<file path="config.mk">
export PLATFORM = sky130hd
export DESIGN_NAME = ctp_timer
export DESIGN_NICKNAME = d
export VERILOG_FILES = /design/src/core/ctp_pkg.sv /design/src/core/ctp_timer.sv
export SDC_FILE = /design/constraint.sdc
export NUM_CORES = 1
export LEC_CHECK = 0
export BUFFER_PORTS_ARGS = -buffer_cell sky130_fd_sc_hd__buf_4
export CORE_ASPECT_RATIO = 1.75
export CORE_MARGIN = 8
export CORE_UTILIZATION = 35
export CTS_BUF_LIST = sky130_fd_sc_hd__clkbuf_8
export CTS_CLUSTER_DIAMETER = 150
export DETAILED_ROUTE_END_ITERATION = 8
export PLACE_DENSITY = 0.51
export REMOVE_ABC_BUFFERS = 1
export SLEW_MARGIN = 25
export SYNTH_ARGS = -nofsm -noshare
export SYNTH_HDL_FRONTEND = slang
export SYNTH_SLANG_ARGS = --single-unit
</file>
<file path="constraint.sdc">
create_clock -name clock -period 10.85 [get_ports clock]
set_input_delay 0 -clock clock [delete_from_list [all_inputs] [get_ports clock]]
set_output_delay 0 -clock clock [all_outputs]
set_load 0.02 [all_outputs]
</file>
<file path="src/core/ctp_pkg.sv">
// ctp_pkg: register map, field positions and constants of the compact 10-bit timer.
// assumes a byte-wide register port; clocked at 125 MHz by the enclosing system.
package ctp_pkg;
    // register indices
    localparam logic [2:0] ADDR_CTRL0  = 3'h0;  // enable and period bits
    localparam logic [2:0] ADDR_CTRL1  = 3'h1;  // timer_control_1
    localparam logic [2:0] ADDR_CNT_LO = 3'h2;  // count_value_low
    localparam logic [2:0] ADDR_CNT_HI = 3'h3;  // count_value_high
    localparam logic [2:0] ADDR_MA_LO  = 3'h4;  // match_a_low
    localparam logic [2:0] ADDR_MA_HI  = 3'h5;  // match_a_high
    localparam logic [2:0] ADDR_FLAGS  = 3'h6;  // match flags, write 1 to clear
    // control 0 fields
    localparam int CTRL0_ENABLE = 3;
    localparam int CTRL0_PER_LSB = 0;
    // control 1 fields
    localparam int CTRL1_MODE_LSB = 6;
    localparam int CTRL1_ACT_LSB  = 4;
    localparam int CTRL1_INIT     = 3;
    localparam int CTRL1_INVERT   = 2;
    localparam int CTRL1_SWAP     = 1;
    localparam int CTRL1_CLRSEL   = 0;
    // flag register fields
    localparam int FLAG_A = 0;
    localparam int FLAG_P = 1;
    // widths and reset values
    localparam int CNT_W = 10;
    localparam logic [9:0] CNT_MAX   = 10'h3FF;
    localparam logic [7:0] RESET_REG = 8'h00;
    localparam logic [7:0] READ_ZERO = 8'h00;
    // modes
    localparam logic [1:0] MODE_CMP   = 2'h0;
    localparam logic [1:0] MODE_PWM   = 2'h2;
    localparam logic [1:0] MODE_TIMER = 2'h3;
    // output actions
    localparam logic [1:0] ACT_NONE = 2'h0;
    localparam logic [1:0] ACT_LOW  = 2'h1;
    localparam logic [1:0] ACT_HIGH = 2'h2;
    localparam logic [1:0] ACT_TGL  = 2'h3;

    typedef struct packed {
        logic [2:0] addr;
        logic [7:0] wdata;
        logic       wr;
        logic       rd;
    } ctp_req_t;
endpackage : ctp_pkg

</file>
<file path="src/core/ctp_timer.sv">
// ctp_timer: compact 10-bit count-up timer with compare, timer and PWM modes.
// assumes one clock; software on a byte port, read data one cycle after the read strobe.
// Notes on behaviour
// - compare mode: A match drives pin high, low, toggles, or nothing for 00
// - requested level equal to initial level gives no visible pin change
// - enable rising edge returns the pin to its initial level
// - init bit: initial level in compare, active level in PWM, unused in timer
// - invert bit inverts the pin, ignored in timer mode
// - swap 0: P sets period, A duty; swap 1: reversed
// - clear select 1: A match clears; 0: P match, overflow when period zero
// - in PWM the clear select is ignored; swap bit picks the clearing comparator
// - live count readable as low and high byte, upper bits zero, not writable
// - match A readable and writable as two bytes, resets to zero
// - mode 00 compare, 10 PWM, 11 timer
// - clear select 0 in compare or timer raises both A and P flags
// - clear select 1 in compare or timer raises only the A flag, never the P flag
// - clear select 1 with A value zero rolls over at 3FF, no A flag
// - in compare mode only A match changes the pin
// - timer mode behaves like compare mode but never drives the pin
// - PWM raises both flags; period register clears, other sets duty
// - swap 0: period is P times 128, zero means 1024; duty is A
// - duty equal to or above period keeps output active all period
// - swap 1: period is A; duty is P times 128, zero means 1024
// - PWM counting continues while action forces the pin with 00 or 01
// - action decode per mode; PWM 00 inactive, 01 active, 10 wave
// - enable rising clears counter, falling stops it holding the count
// - comparator P compares period bits with counter bits 9..7
`timescale 1ns/1ps
`default_nettype none

module ctp_timer (
    // clock and reset
    input  wire logic                clock,
    input  wire logic                nrst,
    // register port
    input  wire ctp_pkg::ctp_req_t   req,
    output logic              [7:0]  rdata,
    // pin and request
    output logic                     timer_out_pin,
    output logic                     timer_out_oe,
    output logic                     timer_irq
);

    logic [7:0]  ctrl0_q;
    logic [7:0]  ctrl1_q;
    logic [9:0]  match_a_value_q;
    logic [9:0]  cnt_q;
    logic [9:0]  cnt_d;
    logic        en_prev_q;
    logic        match_a_flag_q;
    logic        match_p_flag_q;
    logic        cmp_lvl_q;
    logic        pwm_act_q;
    logic [7:0]  rdata_q;
    logic        pin_q;
    logic        oe_q;
    logic        irq_q;

    // field decode
    wire         timer_enable     = ctrl0_q[ctp_pkg::CTRL0_ENABLE];
    wire  [2:0]  period_top_bits  = ctrl0_q[ctp_pkg::CTRL0_PER_LSB +: 3];
    wire  [1:0]  op_mode          = ctrl1_q[ctp_pkg::CTRL1_MODE_LSB +: 2];
    wire  [1:0]  out_action       = ctrl1_q[ctp_pkg::CTRL1_ACT_LSB +: 2];
    wire         out_init_level   = ctrl1_q[ctp_pkg::CTRL1_INIT];
    wire         out_invert       = ctrl1_q[ctp_pkg::CTRL1_INVERT];
    wire         period_duty_swap = ctrl1_q[ctp_pkg::CTRL1_SWAP];
    wire         clear_select     = ctrl1_q[ctp_pkg::CTRL1_CLRSEL];
    wire         is_pwm   = (op_mode == ctp_pkg::MODE_PWM);
    wire         is_cmp   = (op_mode == ctp_pkg::MODE_CMP);
    wire         is_timer = (op_mode == ctp_pkg::MODE_TIMER);
    wire         en_rise  = timer_enable & ~en_prev_q;

    // register access decode
    function automatic logic hit(input logic [2:0] a, input logic [2:0] ref_addr);
        hit = (a == ref_addr);
    endfunction
    wire         wr_c0  = req.wr & hit(req.addr, ctp_pkg::ADDR_CTRL0);
    wire         wr_c1  = req.wr & hit(req.addr, ctp_pkg::ADDR_CTRL1);
    wire         wr_alo = req.wr & hit(req.addr, ctp_pkg::ADDR_MA_LO);
    wire         wr_ahi = req.wr & hit(req.addr, ctp_pkg::ADDR_MA_HI);
    wire         wr_flg = req.wr & hit(req.addr, ctp_pkg::ADDR_FLAGS);

    // comparators, sampled on the count before it advances
    // top-bit period compare
    wire         p_hit  = timer_enable & (period_top_bits != 3'h0) &
                          (cnt_q[9:7] == period_top_bits - 3'h1) & (cnt_q[6:0] == 7'h7F);
    wire         ovf    = timer_enable & (cnt_q == ctp_pkg::CNT_MAX);
    wire         a_hit  = timer_enable & (match_a_value_q != 10'h000) &
                          (cnt_q == match_a_value_q - 10'h001);
    // clear source: swap in PWM, clear select otherwise
    wire         use_a_clr = is_pwm ? period_duty_swap : clear_select;
    wire         p_clr  = p_hit | (ovf & (period_top_bits == 3'h0));
    wire         clr    = use_a_clr ? (a_hit | ovf) : p_clr;
    // both flags unless A clears outside PWM
    // no P flag with clear select set outside PWM
    wire         set_p  = (is_pwm | ~clear_select) & (p_hit | (ovf & (period_top_bits == 3'h0)));
    wire         set_a  = a_hit;

    // counter clear on rise, hold when off
    // counter runs regardless of action field
    always_comb begin
        cnt_d = cnt_q;
        if (en_rise) begin
            cnt_d = 10'h000;
        end else if (timer_enable) begin
            cnt_d = clr ? 10'h000 : cnt_q + 10'h001;
        end
    end

    always_ff @(posedge clock or negedge nrst) begin
        if (!nrst) begin
            cnt_q     <= 10'h000;
            en_prev_q <= 1'b0;
        end else begin
            cnt_q     <= cnt_d;
            en_prev_q <= timer_enable;
        end
    end

    // control and match registers
    // match A bytes reset to zero
    always_ff @(posedge clock or negedge nrst) begin
        if (!nrst) begin
            ctrl0_q         <= ctp_pkg::RESET_REG;
            ctrl1_q         <= ctp_pkg::RESET_REG;
            match_a_value_q <= 10'h000;
        end else begin
            if (wr_c0) ctrl0_q <= req.wdata;
            if (wr_c1) ctrl1_q <= req.wdata;
            if (wr_alo) match_a_value_q[7:0] <= req.wdata;
            if (wr_ahi) match_a_value_q[9:8] <= req.wdata[1:0];
        end
    end

    // sticky flags, set wins over write-one clear
    always_ff @(posedge clock or negedge nrst) begin
        if (!nrst) begin
            match_a_flag_q <= 1'b0;
            match_p_flag_q <= 1'b0;
        end else begin
            match_a_flag_q <= set_a | (match_a_flag_q & ~(wr_flg & req.wdata[ctp_pkg::FLAG_A]));
            match_p_flag_q <= set_p | (match_p_flag_q & ~(wr_flg & req.wdata[ctp_pkg::FLAG_P]));
        end
    end

    // compare-mode level; a request equal to the held level shows nothing
    // action on A match
    always_ff @(posedge clock or negedge nrst) begin
        if (!nrst) begin
            cmp_lvl_q <= 1'b0;
        end else if (en_rise) begin
            cmp_lvl_q <= out_init_level;
        end else if (a_hit) begin
            unique case (out_action)
                ctp_pkg::ACT_NONE: cmp_lvl_q <= cmp_lvl_q;
                ctp_pkg::ACT_LOW:  cmp_lvl_q <= 1'b0;
                ctp_pkg::ACT_HIGH: cmp_lvl_q <= 1'b1;
                ctp_pkg::ACT_TGL:  cmp_lvl_q <= ~cmp_lvl_q;
            endcase
        end
    end

    // PWM duty: swap 0 duty is A, swap 1 duty is P times 128 (zero as 1024)
    // swap 0: P period, A duty; swap 1: A period, P duty
    wire  [10:0] duty_p = (period_top_bits == 3'h0) ? 11'h400 : {1'b0, period_top_bits, 7'h00};
    wire  [10:0] duty   = period_duty_swap ? duty_p : {1'b0, match_a_value_q};
    // active from clear to duty match
    // duty at or beyond period never reached, stays active
    wire  [10:0] next_pos = {1'b0, cnt_d};
    wire         pwm_act_d = timer_enable ? (next_pos < duty) : pwm_act_q;
    always_ff @(posedge clock or negedge nrst) begin
        if (!nrst) begin
            pwm_act_q <= 1'b0;
        end else begin
            pwm_act_q <= pwm_act_d;
        end
    end

    // pin composition; timer mode releases the pin
    // action decode per mode
    // init bit as active level in PWM
    logic pwm_lvl;
    always_comb begin
        unique case (out_action)
            ctp_pkg::ACT_NONE: pwm_lvl = ~out_init_level;
            ctp_pkg::ACT_LOW:  pwm_lvl = out_init_level;
            ctp_pkg::ACT_HIGH: pwm_lvl = pwm_act_q ? out_init_level : ~out_init_level;
            ctp_pkg::ACT_TGL:  pwm_lvl = ~out_init_level;  // undefined code: held inactive
        endcase
    end
    wire         pin_d = (is_pwm ? pwm_lvl : cmp_lvl_q) ^ out_invert;
    wire         oe_d  = ~is_timer & (is_pwm | is_cmp);

    // read mux; unmapped addresses read zero
    logic [7:0] rmux;
    always_comb begin
        rmux = ctp_pkg::READ_ZERO;
        unique case (req.addr)
            ctp_pkg::ADDR_CTRL0:  rmux = ctrl0_q;
            ctp_pkg::ADDR_CTRL1:  rmux = ctrl1_q;
            ctp_pkg::ADDR_CNT_LO: rmux = cnt_q[7:0];
            ctp_pkg::ADDR_CNT_HI: rmux = {6'h00, cnt_q[9:8]};
            ctp_pkg::ADDR_MA_LO:  rmux = match_a_value_q[7:0];
            ctp_pkg::ADDR_MA_HI:  rmux = {6'h00, match_a_value_q[9:8]};
            ctp_pkg::ADDR_FLAGS:  rmux = {6'h00, match_p_flag_q, match_a_flag_q};
            default:              rmux = ctp_pkg::READ_ZERO;
        endcase
    end

    // registered outputs
    always_ff @(posedge clock or negedge nrst) begin
        if (!nrst) begin
            rdata_q <= 8'h00;
            pin_q   <= 1'b0;
            oe_q    <= 1'b0;
            irq_q   <= 1'b0;
        end else begin
            rdata_q <= req.rd ? rmux : 8'h00;
            pin_q   <= pin_d;
            oe_q    <= oe_d;
            irq_q   <= match_a_flag_q | match_p_flag_q;
        end
    end

    assign rdata         = rdata_q;
    assign timer_out_pin = pin_q;
    assign timer_out_oe  = oe_q;
    assign timer_irq     = irq_q;
endmodule : ctp_timer

`default_nettype wire

</file>
==> flow_metrics.tcl <==
set metrics [dict create \
    relSlewSlack_pct 38.55 \
    async_reset_ff_share_pct 100.0 \
    wirelength_um 9036 \
    critPathRequiredTime_ns 11.11 \
    drv_slew 0 \
    die_w_um 88.59 \
    cts_root_buf "clkbuf_8" \
    synthAdderAreaFrac_pct 6.592 \
    layout_min_cycle_time_ns 4.040 \
    grt_usage_pct 15.43 \
    utilization_pct 41.03 \
    finalSetupViolCount 0 \
    rows 46 \
    cts_resized 0 \
    fin_skew_ns 0.005195 \
    outcome "complete, no violations" \
    clock_sinks 52 \
    antenna_found_initial 0 \
    fillCellCount 918 \
    drive_above_1_share_pct 16.67 \
    p_leak_nw 1.630 \
    synth_top_area_share_pct 40.33 \
    first_iter_violations 200 \
    synth_edf_count 0 \
    netlist_area_um2 3227 \
    grt_pass1_wl_um 14480 \
    worst_hold_path_type "primary input to flip-flop" \
    num_vias 2537 \
    num_io_pins 26 \
    fin_crit_sh_pct 37.24 \
    seq_area_um2 1301 \
    cap_violations 0 \
    max_freq_ghz 0.2475 \
    min_from "req[1]" \
    holdPathEnd "match_a_flag_q" \
    synth_compound_area_share_pct 12.80 \
    path_clk_slew_ns 0.09 \
    multi_input_area_um2 1779 \
    reg2reg_slack_ns 6.81 \
    synth.area.top_cells "dfrtp_1, ha_1, mux2_2" \
    start_kind "flip-flop" \
    grt_max_degree 53 \
    yosys.area.top_type "dfrtp_1" \
    end_kind "flip-flop" \
    setup_tns_ns 0 \
    synthMuxAreaShare_pct 11.17 \
    antenna_cells 0 \
    synth_xor_area_share_pct 5.971 \
    ys.flop_type "dfrtp_1" \
    reg2regPathDepth 17 \
    hold_depth 3 \
    cts_tree "built" \
    core_area_um2 9036 \
    synth_top_family_by_area "simple AND/OR/NAND/NOR gates" \
    r2r-end "pwm_act_q" \
    first_pass_iters 5 \
    dpl-instance-area_um2 3478 \
    htreeDepth 2 \
    final_area_um2 3707 \
    ys_warn_count 0 \
    synth-simple-area-share_pct 18.46 \
    peakVddDrop_uv 91.65 \
    wire_per_inst_um 18.83 \
    rsz0062_at_grt "no" \
    power_density_nw_per_um2 173.4 \
    start_util_pct 35.71 \
    portBuffers 25 \
    hold_violations 0 \
    clk_latency_ns 0.32 \
    ys_ff_latch 52 \
    cts_buffers 5 \
    yosysSeqAreaShare_pct 40.33 \
    die_y_um 143.0 \
    rr_startpoint "ctrl0_q[0]" \
    synth.distinct_cells 53 \
    synthCells 338 \
    cp_max_fo 8 \
    die-area_um2 12670 \
    syn_area_per_cell_um2 9.547 \
    cts.path.max_buffers 2 \
    grt_pass1_vias 2646 \
    worstSetupPathType "flip-flop to flip-flop" \
    drt.antenna.violating_nets 0 \
    worst_pin_slew_ns 0.9184 \
    syn2layout_area_growth_pct 14.89 \
    viasPerCell 5.285 \
    grt_overflow 0 \
    dp_hpwl_um 6788 \
    gp_congestion 0.8729 \
    fin_nets 392 \
    drc 0 \
    cp.arrival_ns 4.30 \
]
-- cell families after synthesis --
logic type / count (synthesis)
simple gates: 118
compound gates: 61
flops: 52
buf+inv: 36
mux: 32
xor+xnor: 22
fa+ha+maj: 17
-- where the power goes --
group / total [W] / leakage (nW) / internal (W) / switching [W]
Clock: 0.000159 / 0.0642 / 0.0000909 / 0.0000686
Combinational: 0.000197 / 0.908 / 0.0000949 / 0.000102
Sequential: 0.000287 / 0.658 / 0.000230 / 0.0000567
-- per-layer routing --
metal,track usage (%),vias to the layer above,routed length [µm]
met2,27.13,51,4935
met1,17.03,1244,3517
met4,8.969,0,359
met5,0,-,0
li1,-,1222,-
met3,1.900,20,224
-- cells in the mapped netlist (all sizes together), types with 3 or more instances --
library cell	count
a21oi	14
dfrtp	52
xnor2	13
o21ai	21
a21o	5
mux2	19
inv	16
nand2	24
mux2i	12
nor3	7
and2	8
nand4	8
clkbuf	14
and3	4
xor2	9
o221ai	3
buf	6
nand3	14
nor2	34
nand2b	9
ha	17
-- sequential cells by signal, indices dropped and copies added, names as in the netlist --
| signal | count |
|---|---|
| cnt_q | 10 |
| match_a_value_q | 10 |
| ctrl0_q | 8 |
| ctrl1_q | 8 |
| rdata | 8 |
| cmp_lvl_q | 1 |
| en_prev_q | 1 |
| match_a_flag_q | 1 |
| match_p_flag_q | 1 |
| pwm_act_q | 1 |
| timer_irq | 1 |
| timer_out_oe | 1 |
| timer_out_pin | 1 |
-- layout make-up --
class	instances	area share, %
multi-input combinational	250	47.99
sequential	52	35.10
timing repair buffer	35	7.762
tap	120	4.050
clock buffer	5	1.856
clock inverter	2	1.620
inverter	16	1.620
-- layout by cell type, fill, tap and decap left out, drive strengths merged, types with 3 or more instances in the layout --
cell / n
a21o: 5
buf: 25
nor2: 34
nand4: 8
xor2: 9
ha: 17
and2: 8
dfrtp: 52
nand2: 24
nand2b: 9
mux2: 19
clkbuf: 5
mux2i: 12
nor3: 7
and3: 4
xnor2: 13
nand3: 14
o21ai: 21
a21oi: 14
o221ai: 3
dlygate4sd3: 10
inv: 16
-- through the flow --
| step | worst slack, ns | hold slack (ns) | power, W | cells |
|---|---|---|---|---|
| after global routing | 6.529 | 0.06038 | 0.0006814 | 480 |
| final | 6.810 | 0.04482 | 0.0006428 | 480 |
| after floorplan | 7.363 | -0.2956 | 0.0004071 | 318 |
| after global placement | 6.983 | 0.08462 | 0.0004827 | 463 |
| after detailed placement | 6.903 | 0.09093 | 0.0004842 | 463 |
| after CTS | 6.867 | 0.03381 | 0.0006476 | 480 |
-- worst max-delay path by stage --
stage | end | slack [ns] | start | cells after the start
3_5_place_dp | pwm_act_q | 6.90 | match_a_value_q[0] | 16
3_3_place_gp | pwm_act_q | 6.98 | match_a_value_q[0] | 16
4_1_cts | pwm_act_q | 6.87 | match_a_value_q[0] | 16
6_report | pwm_act_q | 6.81 | ctrl0_q[0] | 17
2_1_floorplan | pwm_act_q | 7.36 | ctrl0_q[0] | 17
5_1_grt | pwm_act_q | 6.53 | ctrl0_q[0] | 17
-- critical path: stages (launching register included) --
cell and delay [ns]:
dfrtp_1 0.38, inv_1 0.09, ha_1 0.21, ha_1 0.28, xnor2_1 0.13, o41ai_1 0.36
and2_1 0.23, o21ai_0 0.10, a2111oi_2 0.57, a21o_4 0.21, nor2_1 0.07, ha_1 0.31
a21o_1 0.18, a21o_1 0.16, a21oi_1 0.14, nor3b_1 0.07, o311ai_0 0.26, o221a_1 0.22
-- timing repair --
item / CTS / global route
hold buffers: 10 / 0
buffers inserted: 0 / 0
hold endpoints to repair: 86 / 0
No activity file was read; power rests on OpenSTA's default activity.
